$ cat config.mk
export PLATFORM = sky130hd
export DESIGN_NAME = uls_host_ctrl
export DESIGN_NICKNAME = d
export VERILOG_FILES = /design/src/hdl/uls_pkg.sv /design/src/hdl/uls_reg_access.sv /design/src/hdl/uls_pend_counter.sv /design/src/hdl/uls_host_ctrl.sv
export VERILOG_INCLUDE_DIRS = /design/src /design/src/hdl
export SDC_FILE = /design/constraint.sdc
export NUM_CORES = 1
export LEC_CHECK = 0
export ABC_AREA = 1
export BUFFER_PORTS_ARGS = -buffer_cell sky130_fd_sc_hd__buf_2
export CAP_MARGIN = 20
export CORE_MARGIN = 2
export CORE_UTILIZATION = 57
export CTS_BUF_LIST = sky130_fd_sc_hd__clkbuf_16
export CTS_CLUSTER_DIAMETER = 40
export CTS_CLUSTER_SIZE = 10
export DETAILED_ROUTE_END_ITERATION = 16
export PLACE_DENSITY = 0.87
export SYNTH_ARGS = -nofsm -noshare
export SYNTH_HDL_FRONTEND = slang
export SYNTH_SLANG_ARGS = --single-unit
$ cat constraint.sdc
create_clock -name ref_clk -period 2.6 [get_ports ref_clk]
set_input_delay 0.52 -clock ref_clk [delete_from_list [all_inputs] [get_ports ref_clk]]
set_output_delay 0.52 -clock ref_clk [all_outputs]
set_load 0.1 [all_outputs]
$ cat src/hdl/uls_defs.svh
// Register map, field positions and reset values of the serial unit as seen by its controller.
// Functional notes
// - Arm break trigger only with power and receive on
// - Change order/level bits only with both enables off
// - Stop: clear enables first, then power
// - Start: set power first, then enables
// - On LIN keep both parity bits zero
// - While streaming judge by buffer-full flag only
// - On LIN require status 00H before each write
// - Write next byte only when buffer-full is zero
// - Wait shift-active zero before reinitialising transmitter; STOP and CONFIG wait for status 00H only while transmit is enabled, START does not wait
// - Detect transmit overrun by byte count and shift flag
// - Always read receive buffer, even after errors
// - Read error status before the receive buffer
`ifndef ULS_DEFS_SVH
`define ULS_DEFS_SVH

`define ULS_ADDR_W 4
`define ULS_DATA_W 8

`define ULS_OFF_MODE 4'h0
`define ULS_OFF_CTRL 4'h1
`define ULS_OFF_TXSTAT 4'h2
`define ULS_OFF_TXBUF 4'h3
`define ULS_OFF_RXBUF 4'h4
`define ULS_OFF_RXERR 4'h5

`define ULS_MODE_POWER 7
`define ULS_MODE_TXE 6
`define ULS_MODE_RXE 5
`define ULS_MODE_PS_HI 4
`define ULS_MODE_PS_LO 3

`define ULS_CTRL_BRK 6
`define ULS_CTRL_ORDER 1
`define ULS_CTRL_INV 0

`define ULS_TXS_FULL 1
`define ULS_TXS_SHIFT 0
`define ULS_TXS_IDLE 8'h00

`define ULS_RXERR_W 3

`define ULS_MODE_RST 8'h00
`define ULS_CTRL_RST 8'h00

`endif

$ cat src/hdl/uls_pkg.sv
// Types shared by the serial unit controller and its helpers.
package uls_pkg;

	typedef enum logic [2:0] {
		ULS_OP_START,
		ULS_OP_STOP,
		ULS_OP_CONFIG,
		ULS_OP_SEND,
		ULS_OP_BREAK
	} uls_op_t;

	typedef struct packed {
		logic [1:0] parity;
		logic tx_invert;
		logic bit_order;
	} uls_cfg_t;

	typedef struct packed {
		logic [2:0] err;
		logic [7:0] data;
	} uls_rx_rsp_t;

	typedef struct packed {
		logic [3:0] addr;
		logic [7:0] wdata;
		logic we;
		logic re;
	} uls_dev_req_t;

endpackage

$ cat src/hdl/uls_reg_access.sv
// Single register read or write on the device's register port.
`timescale 1ns/1ps
`include "uls_defs.svh"

module uls_reg_access
	import uls_pkg::*;
(
	// Clock and reset
	input wire logic ref_clk,
	input wire logic rst,
	// Request from the sequencer
	input wire logic req,
	input wire logic req_we,
	input wire logic [3:0] req_addr,
	input wire logic [7:0] req_wdata,
	output logic done,
	output logic [7:0] rdata,
	// Device register port
	output uls_dev_req_t dev,
	input wire logic [7:0] dev_rdata
);

	typedef enum logic [1:0] {ULS_A_IDLE, ULS_A_STROBE, ULS_A_CAPT} uls_acc_t;

	uls_acc_t state_r, state_nxt;
	uls_dev_req_t dev_r, dev_nxt;
	logic done_r, done_nxt;
	logic [7:0] rdata_r, rdata_nxt;

	always_comb begin
		state_nxt = state_r;
		dev_nxt = dev_r;
		dev_nxt.we = 1'b0;
		dev_nxt.re = 1'b0;
		done_nxt = 1'b0;
		rdata_nxt = rdata_r;
		case (state_r)
			ULS_A_IDLE: begin
				if (req) begin
					dev_nxt.addr = req_addr;
					dev_nxt.wdata = req_we ? req_wdata : 8'h00;
					dev_nxt.we = req_we;
					dev_nxt.re = !req_we;
					done_nxt = req_we;
					state_nxt = req_we ? ULS_A_IDLE : ULS_A_STROBE;
				end
			end
			// The device answers a read in the cycle after the strobe.
			ULS_A_STROBE: state_nxt = ULS_A_CAPT;
			ULS_A_CAPT: begin
				rdata_nxt = dev_rdata;
				done_nxt = 1'b1;
				state_nxt = ULS_A_IDLE;
			end
			default: state_nxt = ULS_A_IDLE;
		endcase
	end

	always_ff @(posedge ref_clk) begin
		if (rst) begin
			state_r <= ULS_A_IDLE;
			dev_r <= '0;
			done_r <= 1'b0;
			rdata_r <= 8'h00;
		end else begin
			state_r <= state_nxt;
			dev_r <= dev_nxt;
			done_r <= done_nxt;
			rdata_r <= rdata_nxt;
		end
	end

	assign dev = dev_r;
	assign done = done_r;
	assign rdata = rdata_r;

endmodule // uls_reg_access

$ cat src/hdl/uls_pend_counter.sv
// Saturating up/down counter of pending events.
`timescale 1ns/1ps

module uls_pend_counter #(
	parameter int CNT_W = 4
) (
	// Clock and reset
	input wire logic ref_clk,
	input wire logic rst,
	// Events
	input wire logic inc,
	input wire logic dec,
	input wire logic clr,
	output logic [CNT_W-1:0] count
);

	generate
		if (CNT_W < 2) begin : g_bad_width
			$error("uls_pend_counter needs CNT_W of at least 2");
		end
	endgenerate

	logic [CNT_W-1:0] count_r, count_nxt;

	always_comb begin
		count_nxt = count_r;
		if (clr) begin
			count_nxt = '0;
		end else if (inc && !dec && !(&count_r)) begin
			count_nxt = count_r + {{(CNT_W-1){1'b0}}, 1'b1};
		end else if (dec && !inc && (|count_r)) begin
			count_nxt = count_r - {{(CNT_W-1){1'b0}}, 1'b1};
		end
	end

	always_ff @(posedge ref_clk) begin
		if (rst) begin
			count_r <= '0;
		end else begin
			count_r <= count_nxt;
		end
	end

	assign count = count_r;

endmodule // uls_pend_counter

$ cat src/hdl/uls_host_ctrl.sv
// Controller that runs the serial unit through its registers on behalf of a user port.
`timescale 1ns/1ps
`include "uls_defs.svh"

module uls_host_ctrl
	import uls_pkg::*;
#(
	parameter int CNT_W = 4
) (
	// Clock and reset
	input wire logic ref_clk,
	input wire logic rst,
	// User command port
	input wire logic cmd_valid,
	input wire uls_op_t cmd_op,
	input wire logic [7:0] cmd_data,
	input wire logic lin_mode,
	output logic cmd_ready,
	output logic cmd_done,
	output logic cmd_err,
	// Received frames
	output logic rx_valid,
	output uls_rx_rsp_t rx_rsp,
	// Status
	output logic unit_powered,
	output logic break_armed,
	output logic tx_overrun,
	// Device register port and its event lines
	output uls_dev_req_t dev,
	input wire logic [7:0] dev_rdata,
	input wire logic tx_done_irq,
	input wire logic rx_done_irq
);

	typedef enum logic [3:0] {
		ULS_S_IDLE, ULS_S_PWR_ON, ULS_S_ENABLE, ULS_S_QUIESCE, ULS_S_DISABLE, ULS_S_PWR_OFF,
		ULS_S_CFG_HOLD, ULS_S_CFG_WR, ULS_S_CFG_RESTORE, ULS_S_BRK_WR, ULS_S_TX_POLL,
		ULS_S_TX_WR, ULS_S_TX_SVC, ULS_S_RX_ERR, ULS_S_RX_BUF
	} uls_state_t;

	uls_state_t state_r, state_nxt, ret_r, ret_nxt;
	logic issued_r, issued_nxt;
	logic [7:0] mode_r, mode_nxt;
	uls_cfg_t cfg_r, cfg_nxt;
	logic [7:0] txbyte_r, txbyte_nxt;
	logic [2:0] err_r, err_nxt;
	logic rx_pend_r, rx_pend_nxt;
	logic armed_r, armed_nxt;
	logic over_r, over_nxt;
	logic ready_r, ready_nxt;
	logic done_r, done_nxt;
	logic cerr_r, cerr_nxt;
	logic rxv_r, rxv_nxt;
	uls_rx_rsp_t rsp_r, rsp_nxt;

	logic acc_req, acc_we, acc_done;
	logic [3:0] acc_addr;
	logic [7:0] acc_wdata, acc_rdata;
	logic bytes_inc, irq_dec, cnt_clr;
	logic [CNT_W-1:0] bytes_out, irq_unserved;
	logic step_go;

	uls_reg_access u_acc (
		.ref_clk(ref_clk),
		.rst(rst),
		.req(acc_req),
		.req_we(acc_we),
		.req_addr(acc_addr),
		.req_wdata(acc_wdata),
		.done(acc_done),
		.rdata(acc_rdata),
		.dev(dev),
		.dev_rdata(dev_rdata)
	);

	// Bytes written to the holding buffer and not yet reported done.
	uls_pend_counter #(.CNT_W(CNT_W)) u_bytes (
		.ref_clk(ref_clk),
		.rst(rst),
		.inc(bytes_inc),
		.dec(tx_done_irq),
		.clr(cnt_clr),
		.count(bytes_out)
	);

	// Transmit-done events that the controller has not yet serviced.
	uls_pend_counter #(.CNT_W(CNT_W)) u_irqs (
		.ref_clk(ref_clk),
		.rst(rst),
		.inc(tx_done_irq),
		.dec(irq_dec),
		.clr(cnt_clr),
		.count(irq_unserved)
	);

	function automatic logic [7:0] ctrl_word(input uls_cfg_t c, input logic brk);
		logic [7:0] w;
		w = `ULS_CTRL_RST;
		w[`ULS_CTRL_BRK] = brk;
		w[`ULS_CTRL_ORDER] = c.bit_order;
		w[`ULS_CTRL_INV] = c.tx_invert;
		return w;
	endfunction

	function automatic logic [7:0] mode_word(input logic pwr, input logic en, input uls_cfg_t c,
		input logic lin);
		logic [7:0] w;
		w = `ULS_MODE_RST;
		w[`ULS_MODE_POWER] = pwr;
		w[`ULS_MODE_TXE] = en;
		w[`ULS_MODE_RXE] = en;
		w[`ULS_MODE_PS_HI] = c.parity[1] & !lin;
		w[`ULS_MODE_PS_LO] = c.parity[0] & !lin;
		return w;
	endfunction

	always_comb begin
		state_nxt = state_r;
		ret_nxt = ret_r;
		issued_nxt = issued_r;
		mode_nxt = mode_r;
		cfg_nxt = cfg_r;
		txbyte_nxt = txbyte_r;
		err_nxt = err_r;
		rsp_nxt = rsp_r;
		over_nxt = over_r;
		done_nxt = 1'b0;
		cerr_nxt = 1'b0;
		rxv_nxt = 1'b0;
		acc_req = 1'b0;
		acc_we = 1'b0;
		acc_addr = `ULS_OFF_MODE;
		acc_wdata = 8'h00;
		bytes_inc = 1'b0;
		irq_dec = 1'b0;
		cnt_clr = 1'b0;
		step_go = 1'b0;
		// A new frame that arrives as the old one is taken stays pending.
		rx_pend_nxt = rx_pend_r | rx_done_irq;
		// The device drops the trigger itself once any frame has been received.
		armed_nxt = armed_r & !rx_done_irq;
		if (state_r != ULS_S_IDLE) begin
			if (!issued_r) begin
				acc_req = 1'b1;
				issued_nxt = 1'b1;
			end else if (acc_done) begin
				issued_nxt = 1'b0;
				step_go = 1'b1;
			end
		end
		case (state_r)
			ULS_S_IDLE: begin
				if (cmd_valid && ready_r) begin
					case (cmd_op)
						ULS_OP_START: begin
							over_nxt = 1'b0;
							cnt_clr = 1'b1;
							state_nxt = ULS_S_PWR_ON;
						end
						ULS_OP_STOP: begin
							ret_nxt = ULS_S_DISABLE;
							state_nxt = ULS_S_QUIESCE;
						end
						ULS_OP_CONFIG: begin
							cfg_nxt = cmd_data[3:0];
							ret_nxt = ULS_S_CFG_HOLD;
							state_nxt = ULS_S_QUIESCE;
						end
						ULS_OP_SEND: begin
							txbyte_nxt = cmd_data;
							if (mode_r[`ULS_MODE_TXE]) begin
								state_nxt = ULS_S_TX_POLL;
							end else begin
								cerr_nxt = 1'b1;
							end
						end
						ULS_OP_BREAK: begin
							if (mode_r[`ULS_MODE_POWER] && mode_r[`ULS_MODE_RXE]) begin
								state_nxt = ULS_S_BRK_WR;
							end else begin
								cerr_nxt = 1'b1;
							end
						end
						default: cerr_nxt = 1'b1;
					endcase
				end else if (rx_pend_r) begin
					rx_pend_nxt = rx_done_irq;
					state_nxt = ULS_S_RX_ERR;
				end else if (|irq_unserved) begin
					state_nxt = ULS_S_TX_SVC;
				end
			end
			ULS_S_PWR_ON: begin
				acc_wdata = mode_word(1'b1, 1'b0, cfg_r, lin_mode);
				acc_we = 1'b1;
				if (step_go) begin
					mode_nxt = acc_wdata;
					state_nxt = ULS_S_ENABLE;
				end
			end
			ULS_S_ENABLE: begin
				acc_wdata = mode_word(1'b1, 1'b1, cfg_r, lin_mode);
				acc_we = 1'b1;
				if (step_go) begin
					mode_nxt = acc_wdata;
					done_nxt = 1'b1;
					state_nxt = ULS_S_IDLE;
				end
			end
			ULS_S_QUIESCE: begin
				// Reinitialising while a frame still shifts corrupts it.
				acc_addr = `ULS_OFF_TXSTAT;
				if (step_go && (!mode_r[`ULS_MODE_TXE] || acc_rdata == `ULS_TXS_IDLE)) begin
					state_nxt = ret_r;
				end
			end
			ULS_S_DISABLE: begin
				acc_wdata = mode_word(1'b1, 1'b0, cfg_r, lin_mode);
				acc_we = 1'b1;
				if (step_go) begin
					mode_nxt = acc_wdata;
					state_nxt = ULS_S_PWR_OFF;
				end
			end
			ULS_S_PWR_OFF: begin
				acc_wdata = `ULS_MODE_RST;
				acc_we = 1'b1;
				if (step_go) begin
					mode_nxt = acc_wdata;
					armed_nxt = 1'b0;
					done_nxt = 1'b1;
					state_nxt = ULS_S_IDLE;
				end
			end
			ULS_S_CFG_HOLD: begin
				acc_wdata = mode_word(mode_r[`ULS_MODE_POWER], 1'b0, cfg_r, lin_mode);
				acc_we = 1'b1;
				if (step_go) begin
					state_nxt = ULS_S_CFG_WR;
				end
			end
			ULS_S_CFG_WR: begin
				// The trigger reads back as zero, so the shadow is written, never a readback.
				acc_addr = `ULS_OFF_CTRL;
				acc_wdata = ctrl_word(cfg_r, 1'b0);
				acc_we = 1'b1;
				if (step_go) begin
					armed_nxt = 1'b0;
					state_nxt = ULS_S_CFG_RESTORE;
				end
			end
			ULS_S_CFG_RESTORE: begin
				acc_wdata = mode_word(mode_r[`ULS_MODE_POWER], mode_r[`ULS_MODE_TXE], cfg_r,
					lin_mode);
				acc_we = 1'b1;
				if (step_go) begin
					mode_nxt = acc_wdata;
					done_nxt = 1'b1;
					state_nxt = ULS_S_IDLE;
				end
			end
			ULS_S_BRK_WR: begin
				acc_addr = `ULS_OFF_CTRL;
				acc_wdata = ctrl_word(cfg_r, 1'b1);
				acc_we = 1'b1;
				if (step_go) begin
					armed_nxt = 1'b1;
					done_nxt = 1'b1;
					state_nxt = ULS_S_IDLE;
				end
			end
			ULS_S_TX_POLL: begin
				// The flag pair passes 11 while streaming, so only buffer-full counts there.
				acc_addr = `ULS_OFF_TXSTAT;
				if (step_go) begin
					if (lin_mode ? (acc_rdata == `ULS_TXS_IDLE)
						: !acc_rdata[`ULS_TXS_FULL]) begin
						state_nxt = ULS_S_TX_WR;
					end
				end
			end
			ULS_S_TX_WR: begin
				acc_addr = `ULS_OFF_TXBUF;
				acc_wdata = txbyte_r;
				acc_we = 1'b1;
				if (step_go) begin
					bytes_inc = 1'b1;
					done_nxt = 1'b1;
					state_nxt = ULS_S_IDLE;
				end
			end
			ULS_S_TX_SVC: begin
				acc_addr = `ULS_OFF_TXSTAT;
				if (step_go) begin
					irq_dec = 1'b1;
					// Two unserviced completions, or an idle shifter with bytes still owed.
					if (irq_unserved > {{(CNT_W-1){1'b0}}, 1'b1}
						|| (!acc_rdata[`ULS_TXS_SHIFT] && bytes_out > irq_unserved)) begin
						over_nxt = 1'b1;
					end
					state_nxt = ULS_S_IDLE;
				end
			end
			ULS_S_RX_ERR: begin
				acc_addr = `ULS_OFF_RXERR;
				if (step_go) begin
					err_nxt = acc_rdata[`ULS_RXERR_W-1:0];
					state_nxt = ULS_S_RX_BUF;
				end
			end
			ULS_S_RX_BUF: begin
				// Skipping this read after an error would leave the error standing.
				acc_addr = `ULS_OFF_RXBUF;
				if (step_go) begin
					rsp_nxt.err = err_r;
					rsp_nxt.data = acc_rdata;
					rxv_nxt = 1'b1;
					state_nxt = ULS_S_IDLE;
				end
			end
			default: state_nxt = ULS_S_IDLE;
		endcase
		ready_nxt = (state_nxt == ULS_S_IDLE) && !rx_pend_nxt && !(cmd_valid && ready_r);
	end

	always_ff @(posedge ref_clk) begin
		if (rst) begin
			state_r <= ULS_S_IDLE;
			ret_r <= ULS_S_IDLE;
			issued_r <= 1'b0;
			mode_r <= `ULS_MODE_RST;
			cfg_r <= '0;
			txbyte_r <= 8'h00;
			err_r <= 3'h0;
			rsp_r <= '0;
			rx_pend_r <= 1'b0;
			armed_r <= 1'b0;
			over_r <= 1'b0;
			ready_r <= 1'b0;
			done_r <= 1'b0;
			cerr_r <= 1'b0;
			rxv_r <= 1'b0;
		end else begin
			state_r <= state_nxt;
			ret_r <= ret_nxt;
			issued_r <= issued_nxt;
			mode_r <= mode_nxt;
			cfg_r <= cfg_nxt;
			txbyte_r <= txbyte_nxt;
			err_r <= err_nxt;
			rsp_r <= rsp_nxt;
			rx_pend_r <= rx_pend_nxt;
			armed_r <= armed_nxt;
			over_r <= over_nxt;
			ready_r <= ready_nxt;
			done_r <= done_nxt;
			cerr_r <= cerr_nxt;
			rxv_r <= rxv_nxt;
		end
	end

	assign cmd_ready = ready_r;
	assign cmd_done = done_r;
	assign cmd_err = cerr_r;
	assign rx_valid = rxv_r;
	assign rx_rsp = rsp_r;
	assign unit_powered = mode_r[`ULS_MODE_POWER];
	assign break_armed = armed_r;
	assign tx_overrun = over_r;

endmodule // uls_host_ctrl

== Word level (Yosys, flattened, before mapping) ==
Cells that the tools add are included.

* Register bits after elaboration: 83
* Output and inout port bits: 32
* Word-level logic and storage cells: 205

* Bitwise logic cells: 11
* $add $sub $neg: 4
* Reductions and logical operators: 68
* Order comparisons: 2
* Muxes and demuxes: 63
* Equality and inequality tests: 29

{| class="wikitable"
|+ Operators with widths
! kind !! count
|-
| $mux 4 || 18
|-
| $pmux 8 s7 || 1
|-
| $pmux 4 s9 || 1
|-
| $mux 8 || 4
|-
| $pmux 8 s4 || 1
|-
| $eq 4x4->1 const B || 7
|-
| $mux 1 || 28
|-
| $eq 4x3->1 const B || 4
|-
| $pmux 4 s4 || 1
|-
| $pmux 3 s5 || 1
|-
| $reduce_and 5->1 || 3
|-
| $logic_and 1x1->1 || 14
|-
| $ne 2x2->1 const B || 7
|-
| $reduce_or 2->1 || 7
|-
| $logic_not 1->1 || 13
|-
| $reduce_or 3->1 || 4
|-
| $reduce_and 3->1 || 3
|-
| $reduce_or 9->1 || 1
|-
| $add 4x1->4 const B || 2
|-
| $eq 4x2->1 const B || 2
|-
| $logic_not 4->1 || 2
|-
| $logic_not 8->1 || 1
|-
| $pmux 4 s2 || 1
|-
| $reduce_and 4->1 || 2
|-
| other kinds (28) || 49
|}

== Logic depth before layout (Yosys ltp) ==
* Word-level depth: 10
* Mapped depth: 14

== Cells and area by module ==
From an unflattened synthesis, not the netlist that was laid out.

* Cell total of the unflattened synthesis: 599
* Area total of the unflattened synthesis: 3950.0 sq um

{| class="wikitable"
|+ Modules (own cells, without submodules)
! module !! sequential area each (sq um) !! cells each !! times used !! area an instance (sq um)
|-
| uls_host_ctrl || 860.8 || 391 || 1 || 2389.8
|-
| uls_reg_access || 500.5 || 114 || 1 || 919.6
|-
| uls_pend_counter || 80.1 || 47 || 2 || 320.3
|}

== Least setup slack after synthesis ==
OpenSTA, ideal clock, no wires.

* Path type: register to register
* From: register ready_r (netlist: cmd_ready)
* To: register txbyte_r[4]
* Required time: 2.483 ns
* Data arrival time: 1.923 ns
* Library setup time: 0.117 ns
* Cell stages (with the launch flop): 9
* Setup slack: 0.560 ns
* Clock period less this slack: 2.040 ns
* Cells stage by stage: dfxtp_1 > nand2_1 > nor2_4 > inv_2 > nor2_4 > inv_2 > buf_4 > o21ai_1 > a21oi_1

* Word-level cells in the longest chain between the ends: 2

{| class="wikitable"
|+ Ends and longest elaborated chain
! item !! line !! source
|-
| start: declaration || uls_host_ctrl.sv:50 || <nowiki>logic ready_r, ready_nxt;</nowiki>
|-
| start signal: assignment || uls_host_ctrl.sv:355 || <nowiki>ready_r <= ready_nxt;</nowiki>
|-
| $logic_and 1x1->1 || uls_host_ctrl.sv:153 || <nowiki>if (cmd_valid && ready_r) begin</nowiki>
|-
| $reduce_and 3->1 (no source line) || -- ||
|-
| end signal: assignment || uls_host_ctrl.sv:349 || <nowiki>txbyte_r <= txbyte_nxt;</nowiki>
|-
| end: declaration || uls_host_ctrl.sv:45 || <nowiki>logic [7:0] txbyte_r, txbyte_nxt;</nowiki>
|}

No other way between the ends.
A chain may end at the register's enable or synchronous reset.

== Final worst setup path ==
* From: register state_r[0]
* To: register u_bytes.count_r[3] (netlist: u_bytes.count[3])

* Word-level cells in the longest chain between the ends: 8
* Elaborated cells between the ends (all ways): 15
* Classes of those cells: eq/ne (1); mux (5); reduce/logical (9)

{| class="wikitable"
|+ Ends and longest elaborated chain
! item !! line !! source
|-
| start: declaration || uls_host_ctrl.sv:41 || <nowiki>uls_state_t state_r, state_nxt, ret_r, ret_nxt;</nowiki>
|-
| start signal: assignment || uls_host_ctrl.sv:344 || <nowiki>state_r <= state_nxt;</nowiki>
|-
| $reduce_bool 4->1 || uls_host_ctrl.sv:142 || <nowiki>if (state_r != ULS_S_IDLE) begin</nowiki>
|-
| $mux 1 || uls_host_ctrl.sv:142 ||
|-
| $mux 1 || uls_host_ctrl.sv:286 || <nowiki>if (step_go) begin</nowiki>
|-
| $mux 1 || uls_host_ctrl.sv:151 || <nowiki>case (state_r)</nowiki>
|-
| $logic_not 1->1 || uls_pend_counter.sv:31 || <nowiki>end else if (dec && !inc && (|count_r)) begin</nowiki>
|-
| $logic_and 1x1->1 (2 in a row) || uls_pend_counter.sv:31 ||
|-
| $reduce_bool 2->1 (no source line) || -- ||
|-
| end signal: assignment || uls_pend_counter.sv:40 || <nowiki>count_r <= count_nxt;</nowiki>
|-
| end: declaration || uls_pend_counter.sv:23 || <nowiki>logic [CNT_W-1:0] count_r, count_nxt;</nowiki>
|}

Several ways; a longest one is shown, not always the timed one.

==> results.py <==
metrics = {
    "outcome": {
        "outcome": "finished clean",
    },
    "logic_synthesis": {
        "synth_common_cells": "nor2_1 (121), nand2_1 (106), dfxtp_1 (75)",
        "synth_area_leaders": "dfxtp_1 (40%), nor2_1 (12%), nand2_1 (10%), o21ai_0 (8.0%), a21oi_1 (5.1%)",
        "synth_top_cell_area_share": 0.396,
        "netlist_instances": 555,
        "syn_area_um2": 3800,
        "synth_most_common_cell": "nor2_1",
        "syn_avg_cell_area_um2": 6.84,
        "synth_cell_types": 36,
        "yosys_register_bits": 75,
        "yosys_warnings": 0,
        "yosys.area.top_type": "dfxtp_1",
        "synth_fp_nets": 591,
        "synth_enable_flop_cells": 0,
        "synthFlopType": "dfxtp_1",
        "ys_seq_area_frac": 0.396,
        "async_flop_share": 0,
    },
    "critical_path": {
        "critPathArrivalTime_ns": 2.51,
        "worstPathRequired_ns": 2.82,
        "timing.rr.end": "u_bytes.count[3]",
        "rrSetupSlack_ns": 0.31,
        "end_kind": "flip-flop",
        "path_max_fanout": 9,
        "crit_type": "flip-flop to flip-flop",
        "worstReg2RegStart": "state_r[0]",
        "rr_worst_depth": 10,
        "critPathLaunchType": "flip-flop",
    },
    "cts": {
        "clock-sinks": 75,
        "postCtsSetupBuffers": 0,
        "cts_htree_levels": 3,
        "cts_tree": "yes",
        "ctsRootBufferMaster": "clkbuf_16",
        "clk_pin_slew_worst_paths_ns": 0.06,
        "clockBufferDepth": 2,
        "insertion_delay_ns": 0.33,
        "postCtsHoldBufs": 0,
        "ctsResizeCount": 0,
        "numCtsBuffers": 9,
    },
    "route": {
        "vias": 3804,
        "drc": 0,
        "routed_wl_mm": 9.70,
        "via_per_inst": 5.52,
        "ant_nets": 0,
        "dr.first_iter.drc_count": 458,
        "routedWlPerCell_um": 14.1,
        "drt_pass1_iterations": 6,
    },
    "cells_and_area": {
        "nFillCells": 551,
        "multiInputGateArea_um2": 1980,
        "final_core_util": 0.683,
        "fin_cells": 689,
        "seq_area_um2": 1500,
        "n_antenna_cell": 0,
        "drive_gt1_frac": 0.150,
        "areaGrowthSynthToFinish_pct": 14.8,
        "finalNetCount": 644,
    },
    "sta": {
        "rsz0062_at_grt": "no",
        "post-route-period-util": 0.880,
        "finClkSkew_ns": 0.00465,
        "final-setup-viol-count": 0,
        "tns_ns": 0,
        "slew_violations": 0,
        "timing.fmax_ghz": 0.437,
        "hold_viol": 0,
        "fin_crit_ns": 2.29,
    },
    "placement": {
        "placed_cells": 674,
        "dp_hpwl_mm": 6.96,
        "place.gp.congestion": 1.00,
        "port_buffers": 55,
    },
    "floorplanning": {
        "die_width_um": 85.6,
        "num_rows": 29,
        "die_area_um2": 7330,
        "core_um2": 6390,
        "pin_count": 57,
        "initial_utilization": 0.594,
        "fp.dieH_um": 85.6,
    },
    "pwr": {
        "power.share.combinational": 0.372,
        "p_int_uw": 2340,
        "p_per_area_nw_per_um2": 934,
        "cellLeakagePower_uw": 0.00212,
        "clock_power_share": 0.272,
        "ir_worst_vdd_mv": 0.711,
        "share_seq_of_total_power": 0.356,
        "switchingPower_uw": 1730,
        "power_uw": 4070,
        "netSwitchingFraction": 0.426,
    },
    "global_routing": {
        "grtUsageMet1": 0.362,
        "met2_usage": 0.447,
        "grt_use_met3": 0.0645,
        "busiest_layer": "met2",
        "grt_use_total": 0.275,
        "grt_max_degree": 43,
        "grt_pass1_wl_mm": 16.1,
        "first_global_vias": 3452,
        "grt_antenna_before_repair": 0,
        "overflow": 0,
    },
    "worst_hold_path": {
        "holdPathEnd": "txbyte_r[6]",
        "min_from": "cmd_data[6]",
        "whs_path_depth": 3,
        "hold_class": "input port to flip-flop",
    },
    "run": {
        "maxCapViolCount": 0,
    },
}
## state kept, by name, indices dropped and copies added (netlist names)
register / flops
break_armed: 1
cfg_r: 4
cmd_done: 1
cmd_err: 1
cmd_ready: 1
err_r: 3
issued_r: 1
mode_r: 3
ret_r: 2
rx_pend_r: 1
rx_rsp: 11
rx_valid: 1
state_r: 4
tx_overrun: 1
txbyte_r: 8
u_acc.dev: 13
u_acc.done: 1
u_acc.rdata: 8
u_acc.state_r: 2
u_bytes.count: 4
u_irqs.count: 4
## cell usage in the layout, fill, tap and decap left out, types with 3 or more instances in the layout
cell type / Yosys / final
xnor2_1: 3 / 3
nand4_1: 7 / 7
dfxtp_1: 75 / 75
clkbuf_16: 0 / 9
nor2_4: 5 / 5
inv_2: 6 / 6
o21ai_1: 4 / 4
inv_1: 51 / 52
nand2_2: 3 / 3
nor2_1: 121 / 121
buf_2: 4 / 55
nor3_1: 7 / 7
nand3_1: 24 / 24
a21oi_1: 39 / 39
ha_1: 10 / 10
o21ai_0: 61 / 61
nand2_1: 106 / 106
## power by group through the flow
| stage | sequential, µW | combinational, µW | clock, µW |
|---|---|---|---|
| 4_1_cts | 1450 | 1490 | 1110 |
| 5_1_grt | 1480 | 1670 | 1170 |
| 3_5_place_dp | 1470 | 1470 | 0 |
| 2_1_floorplan | 1650 | 1000 | 0 |
| 6_report | 1450 | 1510 | 1110 |
| 3_3_place_gp | 1460 | 1430 | 0 |
## cell type report
cell class              instances  area share
clock buffers                   9      0.0517
clock inverters                 6     0.00804
inverters                      59      0.0525
multi-input cells             406       0.455
flip-flops and latches         75       0.344
well taps                      77      0.0221
repair buffers                 57      0.0666
## worst max-delay path by stage
stage,from,endpoint,slack (ns),depth (start not counted)
3_5_place_dp,state_r[0],u_bytes.count[3],0.44,12
4_1_cts,state_r[0],u_bytes.count[3],0.34,10
3_3_place_gp,state_r[0],u_bytes.count[3],0.55,10
6_report,state_r[0],u_bytes.count[3],0.31,10
5_1_grt,state_r[0],u_bytes.count[3],0.18,12
2_1_floorplan,cmd_ready,txbyte_r[4],0.56,8
## metal layers
| metal | part of all wire | wire length, µm |
|---|---|---|
| met1 | 0.44 | 4240 |
| met2 | 0.47 | 4550 |
| met3 | 0.073 | 710 |
| met4 | 0.020 | 190 |
| met5 | 0 | 0 |
## critical path: stages (launching register included)
cell     delay, ns
dfxtp_1       0.56
nand2_2       0.19
nor2_8        0.23
nand4_4       0.16
ha_1          0.30
nand2_1       0.07
nand2_1       0.04
a21oi_1       0.16
nand4_1       0.17
a21oi_1       0.23
nor2_1        0.07
## cell families after synthesis
| family | share of synthesized area |
|---|---|
| buf+inv | 0.0824 |
| xor+xnor | 0.00923 |
| other cells | 0.000988 |
| flops | 0.396 |
| simple gates | 0.329 |
| fa+ha+maj | 0.0382 |
| compound gates | 0.145 |
## through the flow
step / hold WS [ns] / area, µm² / setup slack, ns
2_1_floorplan: 0.421 / 3800 / 0.560
3_3_place_gp: 0.436 / 4100 / 0.550
3_5_place_dp: 0.440 / 4100 / 0.441
4_1_cts: 0.411 / 4360 / 0.341
5_1_grt: 0.420 / 4360 / 0.177
6_report: 0.409 / 4360 / 0.312
Note: power is estimated with default switching activity, not from simulation.
